`src/design/iocs_pkg.sv`:
```
// constants and carrier types for the io channel control/status block
`default_nettype none
package iocs_pkg;
    localparam int unsigned DATA_W      = 16;
    localparam int unsigned NERR        = 4;
    // register numbers within the device address
    localparam logic [2:0]  REG_IN_DATA  = 3'h0;
    localparam logic [2:0]  REG_IN_STAT  = 3'h2;
    localparam logic [2:0]  REG_IN_CTRL  = 3'h3;
    localparam logic [2:0]  REG_OUT_DATA = 3'h5;
    localparam logic [2:0]  REG_OUT_STAT = 3'h6;
    localparam logic [2:0]  REG_OUT_CTRL = 3'h7;
    // control bit positions
    localparam int unsigned CB_EOI  = 0;
    localparam int unsigned CB_ERI  = 1;
    localparam int unsigned CB_ACT  = 2;
    localparam int unsigned CB_TEST = 3;
    localparam int unsigned CB_CLR  = 4;
    // status bit positions
    localparam int unsigned SB_RFT  = 3;
    localparam int unsigned SB_ERR  = 4;
    localparam int unsigned SB_ERR0 = 5;
    // reset values
    localparam logic [3:0]  CTRL_RST = 4'h0;
    localparam logic [15:0] WORD_RST = 16'h0000;

    typedef struct packed {
        logic        strobe;
        logic        write;
        logic [2:0]  regNo;
        logic [15:0] data;
    } iocs_req_s;
endpackage : iocs_pkg
`default_nettype wire

```
`src/design/iocs_chan_regs.sv`:
```
// per-channel control register, latched errors and status word
`default_nettype none
module iocs_chan_regs (
    input  wire logic        ref_clk,   // system clock
    input  wire logic        rst_b,     // master clear, active low
    input  wire logic        ctrlWe,    // host write of this control register
    input  wire logic [15:0] ctrlData,  // written control word
    input  wire logic        devClr,    // device clear, both channels
    input  wire logic        ready,     // ready for transfer
    input  wire logic [3:0]  errSet,    // error event pulses
    output logic      [3:0]  ctrl,      // stored control bits 0-3
    output logic      [15:0] status,    // assembled status word
    output logic             eoReq,     // end-of-operation request
    output logic             errReq     // error request
);
    logic [3:0] ctrl_q;
    logic [3:0] ctrl_d;
    logic [3:0] err_q;
    logic [3:0] err_d;

    always_comb
    begin
        ctrl_d = ctrl_q;
        err_d  = err_q | errSet;
        if (devClr)
        begin
            ctrl_d = iocs_pkg::CTRL_RST;
            err_d  = errSet;                    // a new error still wins over clear
        end
        else if (ctrlWe)
        begin
            ctrl_d = ctrlData[3:0];
        end
    end

    always_ff @(posedge ref_clk or negedge rst_b)
    begin
        if (!rst_b)
        begin
            ctrl_q <= iocs_pkg::CTRL_RST;
            err_q  <= iocs_pkg::CTRL_RST;
        end
        else
        begin
            ctrl_q <= ctrl_d;
            err_q  <= err_d;
        end
    end

    assign ctrl   = ctrl_q;
    // bits 9-15 carry no device-specific meaning here
    assign status = {7'h00, err_q, |err_q, ready, ctrl_q[2:0]};
    assign eoReq  = ctrl_q[iocs_pkg::CB_EOI] & ready;
    assign errReq = ctrl_q[iocs_pkg::CB_ERI] & status[iocs_pkg::SB_ERR];
endmodule : iocs_chan_regs
`default_nettype wire

```
`src/design/iocs_io_channel.sv`:
```
// two-channel programmed io interface: control, status, data and loopback
`default_nettype none
// Function
// - status bits 0-2 mirror control bits
// - input ready means data word waiting
// - output ready means data register empty
// - status bit 4 ORs all error bits
// - same bit layout on both channels
// - every control write acts at once
// - ready plus bit 0 raises interrupt
// - bit 1 clear blocks error interrupt
// - activate starts reception or sending
// - activate stays set until cleared
// - test bit loops output into input
// - clear bit resets control and status
// - device clear resets both channels
// - error and bit 1 raise interrupt
// - control write-only, status read-only
module iocs_io_channel (
    input  wire logic              ref_clk,     // system clock, 100 MHz
    input  wire logic              rst_b,       // master clear, active low
    input  wire iocs_pkg::iocs_req_s hostReq,   // io transfer request from cpu
    output logic      [15:0]       hostRdData,  // read answer, one cycle later
    input  wire logic              extInValid,  // external word offered
    input  wire logic [15:0]       extInData,   // external input word
    output logic                   extInReady,  // input channel accepts word
    output logic                   extOutValid, // output word offered
    output logic      [15:0]       extOutData,  // output word
    input  wire logic              extOutReady, // external device takes word
    input  wire logic [3:0]        inErrSet,    // input channel error pulses
    input  wire logic [3:0]        outErrSet,   // output channel error pulses
    output logic                   inEoIrq,     // input end-of-operation request
    output logic                   inErrIrq,    // input error request
    output logic                   outEoIrq,    // output end-of-operation request
    output logic                   outErrIrq    // output error request
);
    logic        rd, wr, inCtrlWe, outCtrlWe, devClr, testMode;
    logic        loopMove, extTake, extDone;
    logic [3:0]  inCtrl, outCtrl;
    logic [15:0] inStat, outStat;
    logic        inEoReq, inErrReq, outEoReq, outErrReq;
    logic        inFull_q, inFull_d, outFull_q, outFull_d;
    logic [15:0] inData_q, inData_d, outData_q, outData_d, rdData_q, rdData_d;
    logic        inReady_q, inReady_d, outValid_q, outValid_d;
    logic [3:0]  irq_q, irq_d;

    assign rd        = hostReq.strobe & ~hostReq.write;
    assign wr        = hostReq.strobe & hostReq.write;
    assign inCtrlWe  = wr & (hostReq.regNo == iocs_pkg::REG_IN_CTRL);
    assign outCtrlWe = wr & (hostReq.regNo == iocs_pkg::REG_OUT_CTRL);
    // clear is honoured on either control register, not just the input one
    assign devClr    = (inCtrlWe | outCtrlWe) & hostReq.data[iocs_pkg::CB_CLR];
    assign testMode  = inCtrl[iocs_pkg::CB_TEST] | outCtrl[iocs_pkg::CB_TEST];
    // a word already offered outside is left to finish there, never sent twice
    assign loopMove  = testMode & outFull_q & outCtrl[iocs_pkg::CB_ACT] & ~outValid_q
                     & inCtrl[iocs_pkg::CB_ACT] & ~inFull_q;
    assign extTake   = extInValid & inReady_q;
    assign extDone   = outValid_q & extOutReady;

    // identical register logic serves both directions
    iocs_chan_regs u_inRegs (
        .ref_clk  (ref_clk),
        .rst_b    (rst_b),
        .ctrlWe   (inCtrlWe),
        .ctrlData (hostReq.data),
        .devClr   (devClr),
        .ready    (inFull_q),
        .errSet   (inErrSet),
        .ctrl     (inCtrl),
        .status   (inStat),
        .eoReq    (inEoReq),
        .errReq   (inErrReq)
    );

    // no block-transfer engine: ready tracks the data register alone
    iocs_chan_regs u_outRegs (
        .ref_clk  (ref_clk),
        .rst_b    (rst_b),
        .ctrlWe   (outCtrlWe),
        .ctrlData (hostReq.data),
        .devClr   (devClr),
        .ready    (~outFull_q),
        .errSet   (outErrSet),
        .ctrl     (outCtrl),
        .status   (outStat),
        .eoReq    (outEoReq),
        .errReq   (outErrReq)
    );

    always_comb
    begin
        inFull_d  = inFull_q;
        inData_d  = inData_q;
        outFull_d = outFull_q;
        outData_d = outData_q;
        rdData_d  = rdData_q;
        if (rd && hostReq.regNo == iocs_pkg::REG_IN_DATA && inFull_q)
        begin
            inFull_d = 1'b0;
        end
        if (extDone || loopMove)
        begin
            outFull_d = 1'b0;
        end
        // relies on the host writing data only while ready
        if (wr && hostReq.regNo == iocs_pkg::REG_OUT_DATA)
        begin
            outData_d = hostReq.data;
            outFull_d = 1'b1;
        end
        if (loopMove)
        begin
            inData_d = outData_q;
            inFull_d = 1'b1;
        end
        if (extTake)
        begin
            inData_d = extInData;
            inFull_d = 1'b1;
        end
        if (devClr)
        begin
            inFull_d  = 1'b0;
            outFull_d = 1'b0;
        end
        if (rd)
        begin
            case (hostReq.regNo)
                iocs_pkg::REG_IN_DATA:  rdData_d = inData_q;
                iocs_pkg::REG_IN_STAT:  rdData_d = inStat;
                iocs_pkg::REG_OUT_STAT: rdData_d = outStat;
                default:                rdData_d = iocs_pkg::WORD_RST;
            endcase
        end
        // reception opens only on activate; a control write closes it for a cycle
        inReady_d  = inCtrl[iocs_pkg::CB_ACT] & ~testMode & ~inFull_d
                   & ~inCtrlWe & ~outCtrlWe;
        // an offered word stays offered until taken, except on clear
        outValid_d = ~devClr & ((outValid_q & ~extDone)
                   | (outCtrl[iocs_pkg::CB_ACT] & ~testMode & outFull_d & ~outValid_q
                      & ~inCtrlWe & ~outCtrlWe));
        irq_d = {outErrReq, outEoReq, inErrReq, inEoReq};
    end

    always_ff @(posedge ref_clk or negedge rst_b)
    begin
        if (!rst_b)
        begin
            inFull_q   <= 1'b0;
            outFull_q  <= 1'b0;
            inData_q   <= iocs_pkg::WORD_RST;
            outData_q  <= iocs_pkg::WORD_RST;
            rdData_q   <= iocs_pkg::WORD_RST;
            inReady_q  <= 1'b0;
            outValid_q <= 1'b0;
            irq_q      <= 4'h0;
        end
        else
        begin
            inFull_q   <= inFull_d;
            outFull_q  <= outFull_d;
            inData_q   <= inData_d;
            outData_q  <= outData_d;
            rdData_q   <= rdData_d;
            inReady_q  <= inReady_d;
            outValid_q <= outValid_d;
            irq_q      <= irq_d;
        end
    end

    assign hostRdData  = rdData_q;
    assign extInReady  = inReady_q;
    assign extOutValid = outValid_q;
    assign extOutData  = outData_q;
    assign inEoIrq     = irq_q[0];
    assign inErrIrq    = irq_q[1];
    assign outEoIrq    = irq_q[2];
    assign outErrIrq   = irq_q[3];
endmodule : iocs_io_channel
`default_nettype wire

```
`config.mk`:
```
export PLATFORM = sky130hd
export DESIGN_NAME = iocs_io_channel
export DESIGN_NICKNAME = d
export VERILOG_FILES = /design/src/design/iocs_pkg.sv /design/src/design/iocs_chan_regs.sv /design/src/design/iocs_io_channel.sv
export SDC_FILE = /design/constraint.sdc
export NUM_CORES = 1
export LEC_CHECK = 0
export BUFFER_PORTS_ARGS = -buffer_cell sky130_fd_sc_hd__buf_2
export CAP_MARGIN = 0
export CORE_ASPECT_RATIO = 0.75
export CORE_MARGIN = 10
export CORE_UTILIZATION = 59
export CTS_BUF_LIST = sky130_fd_sc_hd__clkbuf_2
export DETAILED_ROUTE_END_ITERATION = 8
export GPL_TIMING_DRIVEN = 0
export PLACE_DENSITY = 0.94
export RECOVER_POWER = 50
export SETUP_SLACK_MARGIN = 0.05
export SLEW_MARGIN = 20
export SYNTH_ARGS = -nofsm -noshare
export SYNTH_HDL_FRONTEND = slang
export SYNTH_HIERARCHICAL = 1
export SYNTH_SLANG_ARGS = --single-unit
```
`constraint.sdc`:
```
create_clock -name ref_clk -period 4 [get_ports ref_clk]
set_input_delay 1.2 -clock ref_clk [delete_from_list [all_inputs] [get_ports ref_clk]]
set_output_delay 1.2 -clock ref_clk [all_outputs]
set_load 0.02 [all_outputs]
```
==> results.py, run 1 <==
metrics = {
    "status": {
        "status": "finished, final reports clean",
    },
    "placed_design": {
        "dp_slack_ps": 790.5,
        "dp_hpwl_microns": 7046,
        "port_buffers": 86,
        "place.gp.congestion": 0.9807,
    },
    "clock_network": {
        "cts_hold_buf": 0,
        "root_buffer": "clkbuf_2",
        "cts_tree": "built",
        "htree_levels": 3,
        "cts-resized-gates": 0,
        "clkSinkCount": 72,
        "clk_pin_slew_ps": 170,
        "cts.path.max_buffers": 2,
        "worst_skew_pair.late_latency_ps": 530,
        "cts_made_buffers": 9,
        "cts_setup_buffers": 0,
    },
    "synth": {
        "synthXorXnorAreaFrac_pct": 0,
        "async_reset_ff_share_pct": 100.0,
        "synthMuxAreaShare_pct": 12.04,
        "synth_top_family_by_area": "compound AO/OA/AOI/OAI gates",
        "netlist_top_cells_count": "dfrtp_1, nor2_1, buf_4, mux2i_1",
        "synth-edff-count": 0,
        "ys_ff_latch": 72,
        "yosysUniqueCellTypes": 37,
        "ys_warn_count": 6,
        "syn-cell-area_sq_um": 3491,
        "yosys.area.top_type": "dfrtp_1",
        "netlist.area_leader.share_pct": 51.61,
        "synth_compound_area_share_pct": 16.67,
        "synthAdderAreaFrac_pct": 0,
        "ys.flop_type": "dfrtp_1",
        "synthTopCellsByArea": "dfrtp_1, mux2i_1, buf_4",
        "yosysMostFrequentCell": "dfrtp_1",
        "yosys.area_share.simple_pct": 10.72,
        "seq_area_frac_synth_pct": 51.61,
        "synth_cells": 312,
        "syn_avg_cell_area_sq_um": 11.19,
    },
    "sta": {
        "finClkSkew_ps": 37.28,
        "fin_crit_ps": 2668,
        "slew_violations": 0,
        "relSlewSlack_pct": 19.29,
        "rsz0062_at_grt": "false",
        "final.setup.worst_slack_ps": 1332,
        "final_hold_viol_count": 0,
        "final.setup.tns_ps": 0,
        "tightest_slew_ps": 1211,
        "whs_ps": 519.6,
        "setup_viol": 0,
        "period_share_pct": 66.70,
        "max_freq_ghz": 0.3748,
    },
    "worst_setup_path": {
        "worstSetupPathType": "in -> reg",
        "cp.arrival_ps": 3090,
        "cpPeakStageDelay_ps": 760,
        "reg2reg_to": "inData_q[1]",
        "endpoint_kind": "flop",
        "crit_path_max_fanout": 12,
        "worst_path_max_delay_cell": "nor2_1",
        "cp_data_required_time_ps": 4430,
        "path_cells": "buf_2 -> buf_4 -> nand4_1 -> nor2_1 -> inv_1 -> a21o_2",
        "worstReg2RegStart": "u_outRegs/ctrl[3]",
        "rr_worst_depth": 4,
        "critical_path.startpoint_type": "input port",
        "r2r_slack_ps": 2310,
    },
    "drt": {
        "avgRoutedWirePerCell_microns": 17.62,
        "drt_iter0_drc": 202,
        "vias_per_cell": 5.424,
        "drt-total-wl_microns": 8897,
        "ant_nets": 0,
        "vias": 2739,
        "drc_errors": 0,
        "drtPass1Iterations": 4,
    },
    "power_and_ir_drop": {
        "p_int_w": 0.001329,
        "ir_drop_uv": 252.1,
        "p_leak_nw": 2.007,
        "power.switching_w": 0.0007255,
        "switching_share_pct": 35.32,
        "p_total_w": 0.002054,
        "p_seq_share_pct": 50.4,
        "p_per_area_nw_per_um2": 495.5,
        "clkPwrFrac_pct": 19.3,
        "power_frac_comb_pct": 30.3,
    },
    "final_layout": {
        "n_antenna_cell": 0,
        "drive_gt1_share_pct": 34.19,
        "fillers": 460,
        "syn_to_final_growth_pct": 18.78,
        "nets": 471,
    },
    "die": {
        "die_w_microns": 108.8,
        "fp.dieH_microns": 86.62,
        "placementRows": 24,
        "placeableCoreArea_sq_um": 5766,
        "io_pins": 87,
        "start_util_pct": 60.55,
        "die-area_sq_um": 9425,
    },
    "grt": {
        "grtUsageTotal_pct": 19.36,
        "grt_first_pass_wirelength_microns": 14280,
        "antenna_found_initial": 0,
        "grt_pass1_vias": 2892,
        "grt.overflow.total": 0,
        "grt_max_degree": 51,
    },
    "worst_hold_path": {
        "worstHoldStart": "hostRdData[2]",
        "worstHoldPathCells": 1,
        "min_to": "hostRdData[2]",
        "hp-class": "reg -> reg",
    },
    "job": {
        "maxCapViolCount": 0,
    },
}
[stage by stage]
step	std cells	instance area (sq um)	utilization, %
6_report	505	4146	71.92
5_1_grt	505	4146	71.92
4_1_cts	505	4202	72.87
3_5_place_dp	489	4094	71.01
3_3_place_gp	488	4064	70.49
2_1_floorplan	324	3536	-
[worst max-delay path: cells and delay by family]
kind	cells	cell delay (ps)
AO/OA/AOI/OAI	1	270
AND/OR/NAND/NOR	2	1080
buffers and inverters	3	540
[layout make-up]
type | count | area, sq um | area share (%)
Buffer | 44 | 285.3 | 6.880
Inverter | 5 | 18.77 | 0.4526
Sequential cell | 72 | 1802 | 43.45
Timing Repair Buffer | 87 | 432.9 | 10.44
Clock buffer | 13 | 65.06 | 1.569
Tap cell | 78 | 97.59 | 2.354
Clock inverter | 3 | 42.54 | 1.026
Multi-Input combinational cell | 203 | 1403 | 33.83
[power groups by stage]
stage | logic (W) | clock network, W | registers [W]
2_1_floorplan | 0.000335 | 0 | 0.00109
4_1_cts | 0.000628 | 0.000397 | 0.00103
3_5_place_dp | 0.000624 | 0 | 0.00105
5_1_grt | 0.000681 | 0.000432 | 0.00106
3_3_place_gp | 0.000599 | 0 | 0.00103
6_report | 0.000622 | 0.000397 | 0.00104
[logic make-up (layout without fill, tap and decap cells)]
| kind of cell | Yosys count | after routing |
|---|---|---|
| other | 2 | 14 |
| flip-flops | 72 | 72 |
| buffers and inverters | 49 | 152 |
| multiplexers | 40 | 40 |
| AND/OR/NAND/NOR | 68 | 68 |
| AO/OA/AOI/OAI | 81 | 81 |
[sequential cells by signal, summed over array words and instances, names as in the netlist]
name,flops
u_outRegs/err_q,4
u_inRegs/ctrl,4
extInReady,1
outFull_q,1
extOutData,16
extOutValid,1
hostRdData,16
inData_q,16
u_outRegs/ctrl,4
irq_q,4
u_inRegs/err_q,4
inFull_q,1
[per-layer routing]
layer | share of wire [%] | global-route usage [%] | vias up
met2 | 45 | 29.76 | 122
met5 | 0 | 0 | -
li1 | - | - | 1321
met4 | 1.3 | 8.602 | 0
met1 | 43 | 24.79 | 1284
met3 | 10 | 5.708 | 12
[how the worst max path moves through the flow]
stage          depth (start not counted)                 end  slack, ps         from
6_report                               6  u_outRegs/err_q[1]       1330  hostReq[17]
5_1_grt                                2         inData_q[4]        920        rst_b
4_1_cts                                6  u_outRegs/err_q[1]       1340  hostReq[17]
3_5_place_dp                           6  u_outRegs/err_q[1]        790  hostReq[17]
3_3_place_gp                           6  u_outRegs/err_q[1]        900  hostReq[17]
2_1_floorplan                          5   u_inRegs/err_q[1]       1470  hostReq[17]
[cell usage in the layout, fill, tap and decap left out, types with 2 or more instances in the layout]
master	Yosys	routed
and2_0	0	2
a21o_2	2	2
nor2_1	28	28
nand4_1	2	2
mux2_1	10	10
dfrtp_1	72	72
clkbuf_2	0	14
a22o_1	16	16
buf_2	7	90
inv_1	5	5
nand2_1	3	3
and4b_1	2	2
mux2i_1	24	24
buf_4	24	24
a21o_1	6	6
or4_1	0	2
nor2b_1	1	2
buf_6	3	3
o2bb2ai_1	15	15
a31oi_1	17	17
nand3_1	19	19
mux2_2	6	6
conb_1	2	14
and2_4	2	2
clkbuf_1	10	13
o21ai_0	19	19
Power figures use the tool's default switching activity.
==> run 2, diff against run 1 <==
- CORE_UTILIZATION: 59 -> 55
- PLACE_DENSITY: 0.94 -> 0.89
- clock period: 4 -> 2.7 ns (I/O delays scaled with it)
==> run 2 against run 1 <==
Core utilization shrank 4.3 points. First-iteration DRC count is 21% higher. Global-route usage fell by 0.74 points. Critical path type unchanged. Largest cell class unchanged.
==> results.py, run 2 (same netlist as run 1, synthesis figures left out) <==
metrics = {
    "worst_hold_path": {
        "hp-class": "in -> reg",
    },
    "clock_network": {
        "clk_pin_slew_ps": 200,
        "cts.path.max_buffers": 2,
        "cts_made_buffers": 9,
        "worst_skew_pair.late_latency_ps": 500,
        "cts_tree": "built",
        "cts_setup_buffers": 0,
        "cts_hold_buf": 0,
        "cts-resized-gates": 0,
        "htree_levels": 3,
        "clkSinkCount": 72,
        "root_buffer": "clkbuf_2",
    },
    "final_layout": {
        "layout_common_cells": "buf_2, dfrtp_1, nor2_1",
        "drive_gt1_share_pct": 33.72,
        "syn_to_final_growth_pct": 20.61,
        "n_antenna_cell": 0,
        "nets": 471,
        "final_common_cell": "buf_2",
        "final_util_pct": 67.64,
        "fin_cells": 508,
    },
    "sta": {
        "relSlewSlack_pct": 23.28,
        "rsz0062_at_grt": "false",
        "whs_ps": 479.2,
        "finClkSkew_ps": 25.53,
        "final.setup.worst_slack_ps": 346.7,
        "slew_violations": 0,
        "setup_viol": 0,
        "period_share_pct": 87.16,
        "tightest_slew_ps": 1151,
        "final_hold_viol_count": 0,
        "max_freq_ghz": 0.4249,
        "fin_crit_ps": 2353,
    },
    "grt": {
        "grt_pass1_vias": 2970,
        "antenna_found_initial": 0,
        "grt_max_degree": 53,
        "grtUsageTotal_pct": 18.62,
        "grt_first_pass_wirelength_microns": 14920,
        "grt.overflow.total": 0,
    },
    "worst_setup_path": {
        "critical_path.startpoint_type": "input port",
        "cp.arrival_ps": 2740,
        "cp_data_required_time_ps": 3090,
        "worstSetupPathType": "in -> reg",
        "endpoint_kind": "flop",
        "crit_path_max_fanout": 12,
    },
    "drt": {
        "avgRoutedWirePerCell_microns": 17.96,
        "drtPass1Iterations": 6,
        "vias": 2832,
        "drt_iter0_drc": 245,
        "drt-total-wl_microns": 9124,
        "drc_errors": 0,
        "vias_per_cell": 5.575,
        "ant_nets": 0,
    },
    "die": {
        "placeableCoreArea_sq_um": 6225,
        "die-area_sq_um": 9967,
        "placementRows": 25,
        "io_pins": 87,
        "die_w_microns": 112.0,
        "start_util_pct": 56.08,
        "fp.dieH_microns": 89.00,
    },
    "placed_design": {
        "dp_slack_ps": -130.7,
        "place_inst": 492,
        "port_buffers": 86,
        "dp_hpwl_microns": 7031,
        "place.gp.congestion": 0.9397,
    },
    "job": {
        "maxCapViolCount": 0,
    },
    "power_and_ir_drop": {
        "p_per_area_nw_per_um2": 766.9,
        "p_leak_nw": 2.032,
        "ir_drop_uv": 461.5,
    },
    "status": {
        "status": "finished, final reports clean",
    },
}
## run 2: cell types whose count changed in the layout (fill, tap and decap cells not counted), sizes merged
cell	delta
clkbuf	+1
buf	-1
clkinvlp	-1
clkinv	-1
bufinv	+2
## run 2: path summary, 6_finish.rpt
path / startpoint / to / slack (ps) / cells past startpoint
hold reg to reg: hostRdData[4] / hostRdData[4] / 520 / 1
setup / recovery: hostReq[17] / u_inRegs/err_q[1] / 350 / 6
min in group asynchronous: rst_b / hostRdData[15] / 490 / 1
max in group asynchronous: rst_b / extOutData[13] / 1380 / 2
setup reg to reg: u_outRegs/ctrl[3] / inData_q[3] / 930 / 4
hold / removal: inErrSet[2] / u_inRegs/err_q[2] / 480 / 2
## run 2: where the power goes
group | switching (W) | internal [W] | leakage, nW
Sequential | 0.000191 | 0.00134 | 0.862
Clock | 0.000354 | 0.000416 | 0.0964
Combinational | 0.000524 | 0.000408 | 1.07
Total | 0.00107 | 0.00216 | 2.03
## run 2: worst max-delay path, stage by stage
cell and delay (ps):
buf_2 100, buf_4 200, nand4_1 320, nor2_1 820, inv_1 220, a21o_2 270
## run 2: per-stage QoR
| stage | total power, W | TNS [ps] | cell area [sq um] |
|---|---|---|---|
| floorplan | 0.002109 | 0 | 3536 |
| finish | 0.003229 | 0 | 4210 |
| detailed placement | 0.002474 | -699.4 | 4098 |
| global route | 0.003414 | 0 | 4210 |
| CTS | 0.003244 | 0 | 4253 |
| global placement | 0.002427 | -287.5 | 4068 |
## run 2: cell type report
type,instances,area (sq um)
Fill cell,501,2014
Sequential cell,72,1802
Multi-Input combinational cell,203,1401
Timing Repair Buffer,87,454.2
Buffer,44,277.8
Tap cell,81,101.3
Clock inverter,3,90.09
Clock buffer,13,65.06
Inverter,5,18.77
## run 2: metal layers
layer	vias to the layer above	track usage (%)	share of wire (%)
met5	-	0	0
met1	1375	23.84	46
met4	0	4.368	1.1
met3	12	7.311	8.4
li1	1320	-	-
met2	125	29.30	45
==> run 3, diff against run 2 <==
--- a/config.mk
+++ b/config.mk
@@ -12,3 +12,3 @@
 export CORE_UTILIZATION = 55
-export CTS_BUF_LIST = sky130_fd_sc_hd__clkbuf_2
+export CTS_BUF_LIST = sky130_fd_sc_hd__clkbuf_4 sky130_fd_sc_hd__clkbuf_8
 export DETAILED_ROUTE_END_ITERATION = 8
--- a/constraint.sdc
+++ b/constraint.sdc
@@ -3,2 +3,2 @@
 set_output_delay 0.81 -clock ref_clk [all_outputs]
-set_load 0.02 [all_outputs]
+set_load 0.1 [all_outputs]
==> run 3 against run 2 <==
Maximum frequency is 4.3% higher. Final area is 2.2% higher. Core utilization is 1.5 points higher. Total power is 28% higher. Register-to-register slack hardly changed. First-iteration DRC count is 15% higher. Clock skew is 17 ps lower. Critical path depth stayed put. Die area stayed put. Critical endpoint is now u_outRegs/err_q[1]. Highest routed layer unchanged.
==> results.py, run 3 (same netlist as run 1, synthesis figures left out) <==
metrics = {
    "power_and_ir_drop": {
        "ir_drop_uv": 720.9,
        "p_int_w": 0.002403,
        "p_per_area_nw_per_um2": 961.9,
        "p_seq_share_pct": 37.0,
        "clkPwrFrac_pct": 24.9,
        "p_leak_nw": 2.059,
        "power.switching_w": 0.001735,
        "switching_share_pct": 41.93,
        "power_frac_comb_pct": 38.0,
    },
    "die": {
        "die_w_microns": 112.0,
        "start_util_pct": 56.08,
        "die-area_sq_um": 9967,
        "placeableCoreArea_sq_um": 6225,
        "fp.dieH_microns": 89.00,
        "io_pins": 87,
        "placementRows": 25,
    },
    "drt": {
        "drc_errors": 0,
        "vias": 2806,
        "drtPass1Iterations": 5,
        "avgRoutedWirePerCell_microns": 18.02,
        "vias_per_cell": 5.524,
        "drt_iter0_drc": 282,
        "ant_nets": 0,
        "drt-total-wl_microns": 9156,
    },
    "clock_network": {
        "cts.path.max_buffers": 2,
        "htree_levels": 3,
        "worst_skew_pair.late_latency_ps": 350,
        "root_buffer": "clkbuf_8",
        "cts_setup_buffers": 0,
        "cts_made_buffers": 9,
        "cts_tree": "built",
        "clk_pin_slew_ps": 70,
        "clkSinkCount": 72,
    },
    "placed_design": {
        "dp_hpwl_microns": 7031,
        "place.gp.congestion": 0.9397,
        "dp_slack_ps": -130.7,
        "place_inst": 492,
        "port_buffers": 86,
    },
    "sta": {
        "final.setup.worst_slack_ps": 443.7,
        "rsz0062_at_grt": "false",
        "final.setup.tns_ps": 0,
        "max_freq_ghz": 0.4432,
        "fin_crit_ps": 2256,
        "finClkSkew_ps": 8.169,
        "period_share_pct": 83.57,
        "slew_violations": 0,
        "relSlewSlack_pct": 23.01,
        "setup_viol": 0,
        "final_hold_viol_count": 0,
        "tightest_slew_ps": 1155,
    },
    "worst_setup_path": {
        "cp_data_required_time_ps": 2950,
        "endpoint_kind": "flop",
        "cp.arrival_ps": 2500,
        "worstSetupPathType": "in -> reg",
        "crit_path_max_fanout": 12,
        "critical_path.startpoint_type": "input port",
    },
    "grt": {
        "grt_first_pass_wirelength_microns": 15010,
        "antenna_found_initial": 0,
        "grt_pass1_vias": 2997,
        "grtUsageTotal_pct": 18.84,
        "grt.overflow.total": 0,
        "grt_max_degree": 53,
    },
    "final_layout": {
        "drive_gt1_share_pct": 33.96,
        "layout_common_cells": "buf_2, dfrtp_1, nor2_1",
        "nets": 471,
        "fin_cells": 508,
        "n_antenna_cell": 0,
        "final_util_pct": 69.11,
        "multi_input_area_sq_um": 1404,
        "syn_to_final_growth_pct": 23.23,
        "final_common_cell": "buf_2",
        "fillers": 481,
        "seq_area_sq_um": 1802,
    },
    "worst_hold_path": {
        "hp-class": "reg -> reg",
    },
    "status": {
        "status": "finished, final reports clean",
    },
    "job": {
        "maxCapViolCount": 0,
    },
}
## run 3: changes by cell type in the layout (fill, tap and decap cells not counted)
cell and delta:
clkbuf_8 +9, clkbuf_4 +4, nor2_2 +1, clkbuf_2 -13, nor2_1 -1
## run 3: final timing paths
| kind | startpoint | endpoint | cells past startpoint | slack, ps |
|---|---|---|---|---|
| max in group asynchronous | rst_b | u_inRegs/err_q[3] | 2 | 1220 |
| min in group asynchronous | rst_b | hostRdData[2] | 1 | 670 |
| worst max-delay path | hostReq[17] | u_outRegs/err_q[1] | 6 | 440 |
| worst min register to register | hostRdData[4] | hostRdData[4] | 1 | 500 |
| worst min-delay path | hostRdData[4] | hostRdData[4] | 1 | 500 |
| worst max register to register | u_outRegs/ctrl[3] | inData_q[7] | 4 | 930 |
## run 3: layer usage
layer / GRT usage, % / wire (microns) / up-vias
met2: 29.73 / 4120 / 126
li1: - / - / 1316
met1: 23.93 / 4097 / 1352
met3: 6.640 / 803 / 12
met4: 6.092 / 133 / 0
met5: 0 / 0 / -
## run 3: power groups by stage
stage,logic [W],registers (W),clock network (W)
2_1_floorplan,0.000499,0.00224,0
3_3_place_gp,0.00154,0.00153,0
3_5_place_dp,0.00157,0.00155,0
4_1_cts,0.00158,0.00153,0.00105
5_1_grt,0.00167,0.00156,0.00109
6_report,0.00157,0.00153,0.00103
## run 3: timing repair
item                                    in CTS  in global routing
hold buffers                                 0                  0
endpoints found under the setup margin       0                  2
resized for setup                            0                  1
## run 3: area by class of cell
| type | instances | share of cell area [%] |
|---|---|---|
| timing repair buffer | 87 | 10.59 |
| multi-input combinational | 203 | 32.64 |
| tap | 81 | 2.356 |
| buffer | 44 | 6.428 |
| clock buffer | 13 | 3.578 |
| clock inverter | 3 | 2.094 |
| sequential | 72 | 41.88 |
| inverter | 5 | 0.4363 |
## run 3: stage by stage
| step | power, W | cell area, sq um | hold WS (ps) |
|---|---|---|---|
| 2_1_floorplan | 0.002743 | 3536 | 475.6 |
| 5_1_grt | 0.004328 | 4302 | 530.8 |
| 4_1_cts | 0.004159 | 4342 | 333.1 |
| 6_report | 0.004138 | 4302 | 500.2 |
| 3_5_place_dp | 0.003121 | 4098 | 488.7 |
| 3_3_place_gp | 0.003074 | 4068 | 485.1 |
## run 3: worst max-delay path, stage by stage
cell and delay (ps):
buf_2 110, buf_4 210, nand4_1 330, nor2_2 580
inv_1 210, a21o_2 250
